--- config.mk ---
export PLATFORM = sky130hd
export DESIGN_NAME = ceac_core
export DESIGN_NICKNAME = d
export VERILOG_FILES = /design/src/ceac_pkg.sv /design/src/ceac_core.sv
export SDC_FILE = /design/constraint.sdc
export NUM_CORES = 1
export LEC_CHECK = 0
export BUFFER_PORTS_ARGS = -buffer_cell sky130_fd_sc_hd__buf_2
export CELL_PAD_IN_SITES_DETAIL_PLACEMENT = 1
export CELL_PAD_IN_SITES_GLOBAL_PLACEMENT = 2
export CORE_UTILIZATION = 30
export CTS_CLUSTER_SIZE = 16
export DETAILED_ROUTE_END_ITERATION = 10
export PLACE_DENSITY_LB_ADDON = 0.1
export SKIP_CTS_REPAIR_TIMING = 1
export SLEW_MARGIN = 20
export SYNTH_ARGS = -nofsm -noshare
export SYNTH_HDL_FRONTEND = slang
export SYNTH_SLANG_ARGS = --single-unit
export TNS_END_PERCENT = 30
--- constraint.sdc ---
create_clock -name pclk -period 2.9 [get_ports pclk]
set_input_delay 0.145 -clock pclk [delete_from_list [all_inputs] [get_ports pclk]]
set_output_delay 0.145 -clock pclk [all_outputs]
set_load 0.01 [all_outputs]
--- src/ceac_pkg.sv ---
// Shared constants and types for the condition, alignment and PC-base checker
package ceac_pkg;
    localparam int unsigned XLEN = 32;
    localparam int unsigned AW = 8;
    // Register byte offsets
    localparam logic [AW-1:0] OFF_CFG = 8'h00;
    localparam logic [AW-1:0] OFF_FLAGS = 8'h04;
    localparam logic [AW-1:0] OFF_STAT = 8'h08;
    localparam logic [AW-1:0] OFF_MASK = 8'h0C;
    localparam logic [AW-1:0] OFF_FADDR = 8'h10;
    localparam int unsigned CFG_TRAP_BIT = 0;
    localparam int unsigned PC_ALIGN_BIT = 1;
    localparam int unsigned PC_SEL_BIT = 0;
    localparam int unsigned SIGN_BIT = XLEN - 1;
    localparam logic [XLEN-1:0] PC_STEP_WIDE = 32'h0000_0004;
    localparam logic [XLEN-1:0] PC_STEP_NARROW = 32'h0000_0002;
    localparam logic [XLEN-1:0] WORD_BASE_MASK = 32'hFFFF_FFFD;
    localparam logic [3:0] COND_AL = 4'hE;
    localparam logic [3:0] COND_INV = 4'h1;
    localparam logic [2:0] COND_GRP_AL = 3'h7;
    // Condition flags, low four bits of the flag register
    typedef struct packed {
        logic n;
        logic z;
        logic c;
        logic v;
    } ceac_flags_t;
    localparam int unsigned FLAGS_W = 4;
    // Sticky events, one status bit each
    typedef struct packed {
        logic pcsel;
        logic usage;
        logic unalign;
    } ceac_evt_t;
    localparam int unsigned EVT_W = 3;
    typedef enum logic [1:0] {SZ_NONE, SZ_BYTE, SZ_HALF, SZ_WORD} ceac_size_t;
    // Instruction classes seen by the checker
    typedef enum logic [5:0] {
        OP_NOP, OP_WORD_LOAD, OP_WORD_LOAD_USER, OP_HALF_LOAD, OP_HALF_LOAD_USER,
        OP_SIGNED_HALF_LOAD, OP_SIGNED_HALF_LOAD_USER, OP_WORD_STORE, OP_WORD_STORE_USER,
        OP_HALF_STORE, OP_HALF_STORE_USER, OP_BYTE_LOAD, OP_BYTE_STORE,
        OP_DUAL_WORD_LOAD, OP_DUAL_WORD_STORE, OP_MULTI_REG_LOAD, OP_MULTI_REG_STORE,
        OP_PUSH, OP_POP, OP_EXCLUSIVE_LOAD, OP_EXCLUSIVE_STORE, OP_EXCLUSIVE_CLEAR,
        OP_PC_REL_ADDR, OP_ADD, OP_SUB, OP_COMPARE_SUB, OP_COMPARE_ADD, OP_MOVE,
        OP_JUMP_DIRECT, OP_CALL_DIRECT, OP_ZERO_TEST_JUMP, OP_NONZERO_TEST_JUMP,
        OP_JUMP_INDIRECT, OP_IF_THEN_PREFIX
    } ceac_op_t;
    typedef struct packed {
        logic valid;
        ceac_op_t op;
        logic [3:0] cond;
        logic [3:0] it_else;
        logic [2:0] it_len;
        logic set_flags;
        logic wide;
        logic shc;
        logic [XLEN-1:0] pc;
        logic [XLEN-1:0] addr;
        logic [XLEN-1:0] opa;
        logic [XLEN-1:0] opb;
    } ceac_req_t;
    typedef struct packed {
        logic valid;
        logic exec;
        logic mem_en;
        logic wr_en;
        logic taken;
        logic fault;
        ceac_evt_t kind;
        logic [XLEN-1:0] result;
        logic [XLEN-1:0] base;
        logic [XLEN-1:0] target;
        logic [XLEN-1:0] next_pc;
    } ceac_resp_t;
endpackage : ceac_pkg

--- src/ceac_core.sv ---
// Condition evaluation, alignment check and PC-relative base unit with APB registers
`timescale 1ns/1ps
`default_nettype none
module ceac_core
    import ceac_pkg::*;
(
    input wire logic pclk, // Core clock
    input wire logic presetn, // Async reset, low active
    input wire logic psel, // APB select
    input wire logic penable, // APB access phase
    input wire logic pwrite, // APB write
    input wire logic [AW-1:0] paddr, // APB byte address
    input wire logic [XLEN-1:0] pwdata, // APB write data
    output var logic [XLEN-1:0] prdata, // APB read data
    output var logic pready, // APB ready
    output var logic pslverr, // APB error on unmapped address
    input wire ceac_req_t req, // Instruction to check
    output var ceac_resp_t resp, // Verdict, one cycle later
    output var ceac_flags_t flags, // Program status flags
    output var logic irq // Level interrupt
);
    typedef struct packed {
        logic trap;
        ceac_flags_t flags;
        ceac_evt_t status;
        ceac_evt_t mask;
        logic [XLEN-1:0] fault_addr;
        logic [3:0] it_cond;
        logic [3:0] it_else;
        logic [2:0] it_left;
        logic [XLEN-1:0] prdata;
        logic pready;
        logic pslverr;
        logic irq;
        ceac_resp_t resp;
    } ceac_state_t;
    localparam ceac_state_t ST_RST = '0;

    ceac_state_t st;
    ceac_state_t nx;
    logic wr;
    logic in_it;
    logic [3:0] eff_cond;
    logic pass;
    logic it_misuse;
    logic unal;
    logic forbid;
    logic pcsel_bad;
    logic set_f;
    logic [XLEN:0] sum;
    logic [XLEN-1:0] base;
    ceac_size_t sz;
    ceac_evt_t evt;
    ceac_flags_t alu_f;
    ceac_resp_t r;

    function automatic logic cond_pass(input logic [3:0] c, input ceac_flags_t f);
        logic t;
        t = 1'b1;
        unique case (c[3:1])
            3'h0: t = f.z;
            3'h1: t = f.c;
            3'h2: t = f.n;
            3'h3: t = f.v;
            3'h4: t = f.c & ~f.z;
            3'h5: t = (f.n == f.v);
            3'h6: t = ~f.z & (f.n == f.v);
            3'h7: t = 1'b1;
        endcase
        return (c[0] && c[3:1] != COND_GRP_AL) ? ~t : t;
    endfunction : cond_pass

    function automatic ceac_size_t size_of(input ceac_op_t op);
        unique case (op)
            OP_BYTE_LOAD, OP_BYTE_STORE: return SZ_BYTE;
            OP_HALF_LOAD, OP_HALF_LOAD_USER, OP_SIGNED_HALF_LOAD, OP_SIGNED_HALF_LOAD_USER,
            OP_HALF_STORE, OP_HALF_STORE_USER: return SZ_HALF;
            OP_WORD_LOAD, OP_WORD_LOAD_USER, OP_WORD_STORE, OP_WORD_STORE_USER,
            OP_DUAL_WORD_LOAD, OP_DUAL_WORD_STORE, OP_MULTI_REG_LOAD, OP_MULTI_REG_STORE,
            OP_PUSH, OP_POP, OP_EXCLUSIVE_LOAD, OP_EXCLUSIVE_STORE: return SZ_WORD;
            default: return SZ_NONE;
        endcase
    endfunction : size_of

    function automatic logic unal_ok(input ceac_op_t op);
        unique case (op)
            OP_WORD_LOAD, OP_WORD_LOAD_USER, OP_HALF_LOAD, OP_HALF_LOAD_USER,
            OP_SIGNED_HALF_LOAD, OP_SIGNED_HALF_LOAD_USER, OP_WORD_STORE,
            OP_WORD_STORE_USER, OP_HALF_STORE, OP_HALF_STORE_USER: return 1'b1;
            default: return 1'b0;
        endcase
    endfunction : unal_ok

    // Classes that write a destination register
    function automatic logic writes_reg(input ceac_op_t op);
        unique case (op)
            OP_WORD_LOAD, OP_WORD_LOAD_USER, OP_HALF_LOAD, OP_HALF_LOAD_USER,
            OP_SIGNED_HALF_LOAD, OP_SIGNED_HALF_LOAD_USER, OP_BYTE_LOAD,
            OP_DUAL_WORD_LOAD, OP_MULTI_REG_LOAD, OP_POP, OP_EXCLUSIVE_LOAD,
            OP_EXCLUSIVE_STORE, OP_PC_REL_ADDR, OP_ADD, OP_SUB, OP_MOVE,
            OP_CALL_DIRECT: return 1'b1;
            default: return 1'b0;
        endcase
    endfunction : writes_reg

    // Next state: APB slave, checker verdict, flags, IT tracking, events
    always_comb begin
        nx = st;
        r = '0;
        evt = '0;
        alu_f = st.flags;
        sum = '0;
        set_f = 1'b0;
        // Zero wait state: ready comes in the access phase after every setup
        nx.pready = psel & ~penable;
        nx.pslverr = 1'b0;
        nx.prdata = '0;
        if (psel && !penable) begin
            unique case (paddr)
                OFF_CFG: nx.prdata[CFG_TRAP_BIT] = st.trap;
                OFF_FLAGS: nx.prdata[FLAGS_W-1:0] = st.flags;
                OFF_STAT: nx.prdata[EVT_W-1:0] = st.status;
                OFF_MASK: nx.prdata[EVT_W-1:0] = st.mask;
                OFF_FADDR: nx.prdata = st.fault_addr;
                default: nx.pslverr = 1'b1;
            endcase
        end
        wr = psel & penable & st.pready & pwrite & ~st.pslverr;
        if (wr && paddr == OFF_CFG) begin
            nx.trap = pwdata[CFG_TRAP_BIT];
        end
        if (wr && paddr == OFF_MASK) begin
            nx.mask = pwdata[EVT_W-1:0];
        end
        // Software flag write; a flag-setting instruction in the same cycle overrides it
        if (wr && paddr == OFF_FLAGS) begin
            nx.flags = pwdata[FLAGS_W-1:0];
        end
        in_it = (st.it_left != '0);
        eff_cond = st.it_else[0] ? (st.it_cond ^ COND_INV) : st.it_cond;
        eff_cond = in_it ? eff_cond : req.cond;
        it_misuse = req.valid && ((!in_it && req.cond != COND_AL
                    && req.op != OP_JUMP_DIRECT && req.op != OP_IF_THEN_PREFIX)
                    || (in_it && req.op == OP_IF_THEN_PREFIX));
        // the prefix itself is not gated
        pass = (req.op == OP_IF_THEN_PREFIX) ? 1'b1 : cond_pass(eff_cond, st.flags);
        sz = size_of(req.op);
        unique case (sz)
            SZ_HALF: unal = req.addr[0];
            SZ_WORD: unal = |req.addr[1:0];
            default: unal = 1'b0;
        endcase
        forbid = unal & (st.trap | ~unal_ok(req.op));
        pcsel_bad = (req.op == OP_JUMP_INDIRECT) & ~req.opb[PC_SEL_BIT];
        evt.usage = it_misuse;
        evt.unalign = req.valid & pass & ~it_misuse & forbid;
        evt.pcsel = req.valid & pass & ~it_misuse & pcsel_bad;
        base = req.pc + PC_STEP_WIDE;
        unique case (req.op)
            OP_JUMP_DIRECT, OP_CALL_DIRECT, OP_ZERO_TEST_JUMP, OP_NONZERO_TEST_JUMP: ;
            default: base = base & WORD_BASE_MASK;
        endcase
        r.valid = req.valid;
        r.kind = evt;
        r.fault = |evt;
        r.exec = req.valid & pass & ~r.fault;
        r.base = base;
        r.next_pc = req.pc + (req.wide ? PC_STEP_WIDE : PC_STEP_NARROW);
        r.mem_en = r.exec & (sz != SZ_NONE);
        r.wr_en = r.exec & writes_reg(req.op);
        unique case (req.op)
            OP_ADD, OP_COMPARE_ADD: begin
                sum = {1'b0, req.opa} + {1'b0, req.opb};
                alu_f.c = sum[XLEN];
                alu_f.v = (req.opa[SIGN_BIT] == req.opb[SIGN_BIT])
                          & (sum[SIGN_BIT] != req.opa[SIGN_BIT]);
            end
            OP_SUB, OP_COMPARE_SUB: begin
                sum = {1'b0, req.opa} + {1'b0, ~req.opb} + {{XLEN{1'b0}}, 1'b1};
                alu_f.c = sum[XLEN];
                alu_f.v = (req.opa[SIGN_BIT] != req.opb[SIGN_BIT])
                          & (sum[SIGN_BIT] != req.opa[SIGN_BIT]);
            end
            OP_MOVE: begin
                // Operand arrives already shifted; its carry-out comes alongside
                sum = {1'b0, req.opb};
                alu_f.c = req.shc;
            end
            default: sum = '0;
        endcase
        alu_f.n = sum[SIGN_BIT];
        alu_f.z = (sum[XLEN-1:0] == '0);
        unique case (req.op)
            OP_COMPARE_ADD, OP_COMPARE_SUB: set_f = 1'b1;
            OP_ADD, OP_SUB, OP_MOVE: set_f = req.set_flags;
            default: set_f = 1'b0;
        endcase
        if (r.exec && set_f) begin
            nx.flags = alu_f;
        end
        // Branch decisions and result value
        r.result = sum[XLEN-1:0];
        r.target = base + req.opb;
        unique case (req.op)
            OP_JUMP_DIRECT: r.taken = r.exec;
            OP_CALL_DIRECT: begin
                r.taken = r.exec;
                r.result = r.next_pc | PC_STEP_NARROW >> PC_ALIGN_BIT;
            end
            OP_ZERO_TEST_JUMP: r.taken = r.exec & (req.opa == '0);
            OP_NONZERO_TEST_JUMP: r.taken = r.exec & (req.opa != '0);
            OP_JUMP_INDIRECT: begin
                r.taken = r.exec;
                r.target = req.opb & ~(PC_STEP_NARROW >> PC_ALIGN_BIT);
            end
            OP_PC_REL_ADDR: r.result = base + req.opb;
            default: r.taken = 1'b0;
        endcase
        nx.resp = r;
        if (req.valid && in_it) begin
            nx.it_left = st.it_left - 3'h1;
            nx.it_else = st.it_else >> 1;
        end
        if (r.exec && req.op == OP_IF_THEN_PREFIX) begin
            nx.it_cond = req.cond;
            nx.it_else = req.it_else;
            nx.it_left = req.it_len;
        end
        // Fault address: the data address, or the bad jump target
        if (evt.unalign) begin
            nx.fault_addr = req.addr;
        end else if (evt.pcsel) begin
            nx.fault_addr = req.opb;
        end
        // Write one to clear; a new event in the same cycle wins
        nx.status = st.status;
        if (wr && paddr == OFF_STAT) begin
            nx.status = st.status & ~pwdata[EVT_W-1:0];
        end
        nx.status = nx.status | evt;
        nx.irq = |(nx.status & nx.mask);
    end

    // State register
    always_ff @(posedge pclk or negedge presetn) begin
        if (!presetn) begin
            st <= ST_RST;
        end else begin
            st <= nx;
        end
    end

    assign prdata = st.prdata;
    assign pready = st.pready;
    assign pslverr = st.pslverr;
    assign resp = st.resp;
    assign flags = st.flags;
    assign irq = st.irq;
endmodule : ceac_core
`default_nettype wire

; ---- Yosys cells after proc, flatten, opt, wreduce, memory -nomap -nowiden
; Memories as Yosys holds them, arrays and structs flattened.
; Cells that the tools add are included.
[totals]
reg_bits = 226
romBits = 112
in_bits = 194
output_inout_bits = 176
elab_cells = 186
n_memories = 3
[memory_table]
columns = name, depth, word_bits, read_ports, rd_clocked_by_memory_dff, wr, line
row1 = (name not given), 32, 2, 1, 0, 0, ceac_core.sv:74  ; unique case (op)
row2 = (name not given), 32, 1, 1, 0, 0, ceac_core.sv:96  ; unique case (op)
row3 = (name not given), 16, 1, 1, 0, 0, ceac_core.sv:86  ; unique case (op)
[classes]
add_sub_neg = 7
n_eq_ne = 36
n_mux = 33
bitwise = 35
n_reduce_logical = 40
[ops]
columns = operator, count
row1 = two-way mux 32 bit, 4
row2 = one-hot mux 32 bit (3 select lines), 1
row3 = adder 32 x 32 -> 33 bit, 2
row4 = zero test 32 bit, 2
row5 = one-hot mux 32 bit (2 select lines), 1
row6 = equality test 6 x 5 -> 1 bit (second input constant), 10
row7 = adder 33 x 1 -> 33 bit (second input constant), 1
row8 = adder 32 x 3 -> 32 bit, 1
row9 = adder 32 x 3 -> 32 bit (second input constant), 1
row10 = adder 32 bit, 1
row11 = inverter 32 bit, 1
row12 = nonzero test 32 bit, 1
row13 = two-way mux 28 bit, 1
row14 = bitwise AND 1 bit, 20
row15 = equality test 8 x 4 -> 1 bit (second input constant), 2
row16 = logical AND 1 bit, 14
row17 = two-way mux 7 bit, 2
row18 = equality test 3 bit (second input constant), 4
row19 = equality test 6 bit (second input constant), 2
row20 = two-way mux 4 bit, 3
row21 = OR reduction 3 bit, 4
row22 = two-way mux 3 bit, 3
row23 = inverter 1 bit, 9
row24 = equality test 8 x 3 -> 1 bit (second input constant), 1
row25 = other kinds (35), 60

; ---- Longest topological paths before layout
[depth]
ltp_word = 17
mapped_depth = 20

; ---- Least setup slack after synthesis
; No wires, ideal clock.
[synth_path]
kind = input -> register
from = in req[100] in the netlist's numbering
to = reg st, in the netlist resp[126]
setup_time_ns = 0.142
arrival_time_ns = 3.741
path_slack_ns = -0.983
stages = 19
path_buffers = 2
cell_sequence = clkbuf_1 -> and3_1 -> and2_1 -> and3_1 -> nand2_1 -> or2_2 -> clkbuf_1 -> nand2b_1 -> xnor2_1 -> ha_1 -> a21o_1 -> a21oi_1 -> o21ai_0 -> a31oi_1 -> o21ai_0 -> o41ai_1 -> o21ai_0 -> xnor2_1 -> o221ai_1
[synth_lines]
columns = item, line
row1 = "start, declared", ceac_core.sv:17  ; input wire ceac_req_t req,
row2 = "end signal, assigned", ceac_core.sv:249  ; st <= nx;
row3 = "end, declared", ceac_core.sv:39  ; ceac_state_t st;

; ---- Final worst setup path
[layout_path]
from = reg st[173] in the netlist's numbering
to = reg st, in the netlist flags[2]
[layout_via]
elab_chain_len = 15
elab_cells_between_ends = 34
cone_classes = eq/ne: 8 / mux: 5 / bitwise: 8 / reduce/logical: 13
[layout_rtl]
columns = item, line
row1 = nonzero test 3 bit *, ceac_core.sv:139  ; in_it = (st.it_left != '0);
row2 = two-way mux 4 bit / zero test 1 bit (equally long branches), "ceac_core.sv:141, ceac_core.sv:142"
row3 = "equality test 3 bit, or another cell as far along", ceac_core.sv:60  ; unique case (c[3:1])
row4 = one-hot mux 1 bit (8 select lines) / logical AND 1 bit (equally long branches), "ceac_core.sv:60, ceac_core.sv:143"
row5 = inverter 1 bit / logical AND 1 bit (equally long branches), "ceac_core.sv:70, ceac_core.sv:143"
row6 = two-way mux 1 bit / logical OR 1 bit (equally long branches), "ceac_core.sv:70, ceac_core.sv:144"
row7 = two-way mux 1 bit / logical AND 1 bit (equally long branches), "ceac_core.sv:146, ceac_core.sv:142"
row8 = bitwise AND 1 bit / inverter 1 bit (equally long branches), "ceac_core.sv:156, ceac_core.sv:157, ceac_core.sv:166"
row9 = bitwise AND 1 bit, "ceac_core.sv:156, ceac_core.sv:157"
row10 = "bitwise AND 1 bit, on equally long branches", "ceac_core.sv:156, ceac_core.sv:157"
row11 = OR reduction 3 bit, ceac_core.sv:165  ; r.fault = |evt;
row12 = inverter 1 bit, ceac_core.sv:166  ; r.exec = req.valid & pass & ~r.fault;
row13 = bitwise AND 1 bit *, ceac_core.sv:166
row14 = logical AND 1 bit *, ceac_core.sv:198  ; if (r.exec && set_f) begin
row15 = two-way mux 4 bit / nonzero test 2 bit (equally long branches), --
; Every way passes the cells marked *; elsewhere a longest branch is shown, timed or not.
; A chain may end at the register's enable or synchronous reset.

==> impl_metrics.json <==
{
  "antenna_found_initial": 3,
  "grt_pass1_vias": 18570,
  "timing_worst_slew_pin_value_ns": 0.8519,
  "drcViolationCount": 0,
  "area_delta_synth_final_pct": 50.26,
  "num_rows": 86,
  "drt-pass1-iter-count": 5,
  "cts-root-buf": "clkbuf_16",
  "wl_per_cell_um": 23.31,
  "rsz0062_at_grt": "yes",
  "path_class": "register to register",
  "insertion_delay_ns": 0.58,
  "syn_area_um2": 16890,
  "place_area_um2": 22210,
  "synth_top_area_share": 0.3333,
  "yosys-top-cells-area": "dfrtp_1, buf_4, ha_1",
  "ant_nets": 0,
  "power_frac_comb": 0.399,
  "final_cell_mix": "buf_4, buf_2, dfrtp_1, nor2_1, nand2_1",
  "cts_made_buffers": 27,
  "cap_violations": 0,
  "yosysWarningCount": 0,
  "outcome": "finished, violations left",
  "grt_pass1_wl_um": 115800,
  "p_sw_frac": 0.3483,
  "synth_nets": 2272,
  "fmax_mhz": 319.0,
  "tritoncts": "done",
  "viasPerCell": 5.078,
  "ir_drop_mv": 0.4248,
  "drt_iter0_drc": 854,
  "reg2regPathDepth": 14,
  "timing.final.crit_share": 1.081,
  "die_area_um2": 57260,
  "p_int_mw": 8.094,
  "switchingPower_mw": 4.325,
  "cp_data_required_time_ns": 3.40,
  "layout_commonest_cell": "buf_4",
  "initial_core_util": 0.3049,
  "ys_types": 92,
  "syn_inst": 1969,
  "clock_skew_ns": 0.01668,
  "dp_hpwl_um": 66200,
  "cts.sinks": 225,
  "routabilityCongestion": 0.9587,
  "finalCriticalPeriod_ns": 3.135,
  "seqPwrFrac": 0.320,
  "path_max_fanout": 5,
  "synth-seq-cells": 225,
  "slowest_stage": "dfrtp_1",
  "synth_edf_count": 0,
  "syn_avg_cell_area_um2": 8.580,
  "power_density_nw_per_um2": 489.2,
  "max_slew_margin": 0.4314,
  "yosysTopAreaCell": "dfrtp_1",
  "violations": "negative hold slack, negative setup slack",
  "slowest_delay_ns": 0.36,
  "grt_util_all_layers": 0.2704,
  "cts_htree_levels": 1,
  "end_kind": "register",
  "synth_ff_type": "dfrtp_1",
  "finalSetupViolCount": 44,
  "clk_pin_slew_ns": 0.07,
  "critPathArrivalTime_ns": 3.64,
  "leakage_nw": 12.37,
  "vias": 17870,
  "final_hold_viol_count": 2,
  "grt_start_max_net_pins": 83,
  "coreArea_um2": 55420,
  "report.final.slew_viol_count": 0,
  "clockBufferDepth": 3,
  "place.port_buffers": 341,
  "hold_class": "input pin to register",
  "fin_nets": 3055,
  "min_path_cells": 3,
  "final_cell_area_um2": 25380,
  "cp_cell_sequence": "inv_2, ha_4, and3b_1, a211o_1, a221oi_4, a32oi_2, or3_1, and3_4, nor3_4, buf_6, nand4_4, nor4_4, nand4_1, o21ai_1",
  "setup_slack_ns": -0.2352,
  "async_reset_ff_frac": 1.000,
  "num_io_pins": 370,
  "whs_ns": -0.008512,
  "drive_gt1_frac": 0.4231,
  "overflow": 0,
  "die_h_um": 239.3,
  "final_util": 0.4581,
  "seq_area_frac_synth": 0.3333,
  "fin_setup_tns_ns": -2.291,
  "wirelength_um": 82050,
  "chipWidth_um": 239.3,
  "p_clk_frac": 0.281,
  "setup.worst_path.start_class": "register"
}
## per-layer routing
| metal | vias up | global-route usage | share of wire |
|---|---|---|---|
| met2 | 340 | 0.4896 | 0.51 |
| met5 | - | 0 | 0 |
| met3 | 95 | 0.02109 | 0.030 |
| met1 | 9009 | 0.3416 | 0.43 |
| li1 | 8430 | - | - |
| met4 | 0 | 0.07595 | 0.026 |
## power groups by stage
stage / logic [mW] / registers [mW] / clock network, mW
4_1_cts: 4.27 / 3.96 / 3.59
3_3_place_gp: 4.16 / 4.00 / 0
3_5_place_dp: 4.24 / 4.01 / 0
5_1_grt: 5.35 / 4.03 / 3.70
6_report: 4.96 / 3.98 / 3.48
2_1_floorplan: 2.41 / 3.87 / 0
## registers in the layout (all words and copies together) (netlist names)
name	flops
pready	1
resp	136
st	50
pslverr	1
prdata	32
flags	4
irq	1
## area by class of cell
cell class | instances | area, µm²
timing repair buffer | 1011 | 7207
clock buffer | 36 | 749.5
clock inverter | 11 | 141.4
tap | 748 | 935.9
multi-input combinational | 1396 | 10370
fill | 6577 | 30030
sequential | 225 | 5630
antenna | 2 | 5.005
inverter | 91 | 347.8
## Yosys cell counts (14+ instances only)
cell and n:
inv_1 90, a21oi_1 115, a221o_1 17, dfrtp_1 225, xnor2_1 73, o22ai_1 27, xor2_1 43, or3_1 16
a21o_1 30, clkbuf_1 62, nor3_1 33, buf_2 14, and3_1 44, nand3_1 44, nand2b_1 27, nor2_1 187
nand2_1 163, ha_1 105, o211ai_1 17, and2_1 14, o21ai_0 102, nor4_1 21, a31oi_1 21, nor2b_1 20
nand4_1 22, a22oi_1 26, buf_4 176
## cells by family after synthesis
| kind of cell | synth area share |
|---|---|
| simple gates | 0.1838 |
| mux | 0.01541 |
| fa+ha+maj | 0.08251 |
| flops | 0.3333 |
| buf+inv | 0.1181 |
| compound gates | 0.2068 |
| xor+xnor | 0.06014 |
## through the flow
stage	worst slack [ns]	cells	hold slack (ns)	power, mW
6_report	-0.2352	3520	-0.008512	12.42
5_1_grt	-0.3745	3519	0.0009030	13.08
4_1_cts	-0.6904	3398	-0.4536	11.82
3_5_place_dp	-1.034	3351	0.1636	8.253
3_3_place_gp	-0.9952	3351	0.1665	8.168
2_1_floorplan	-0.5634	1969	-0.1506	6.286
## critical path: cells and delay by family, from the launching register on
family	cells	cell delay (ns)
DFF	1	0.36
buffers and inverters	2	0.21
and+or+nand+nor	7	1.47
adders and majority gates	1	0.18
AOI/OAI and AO/OA	4	0.84
## final timing paths
| path | startpoint | endpoint | slack, ns |
|---|---|---|---|
| worst max-delay path | st[173] | flags[2] | -0.24 |
| worst min-delay path | psel | prdata[2] | -0.009 |
| worst max register to register | st[173] | flags[2] | -0.24 |
| worst min register to register | st[194] | st[194] | 0.49 |
| max in group asynchronous | presetn | prdata[30] | 1.94 |
| min in group asynchronous | presetn | resp[3] | 0.11 |
Power figures use the tool's default switching activity.
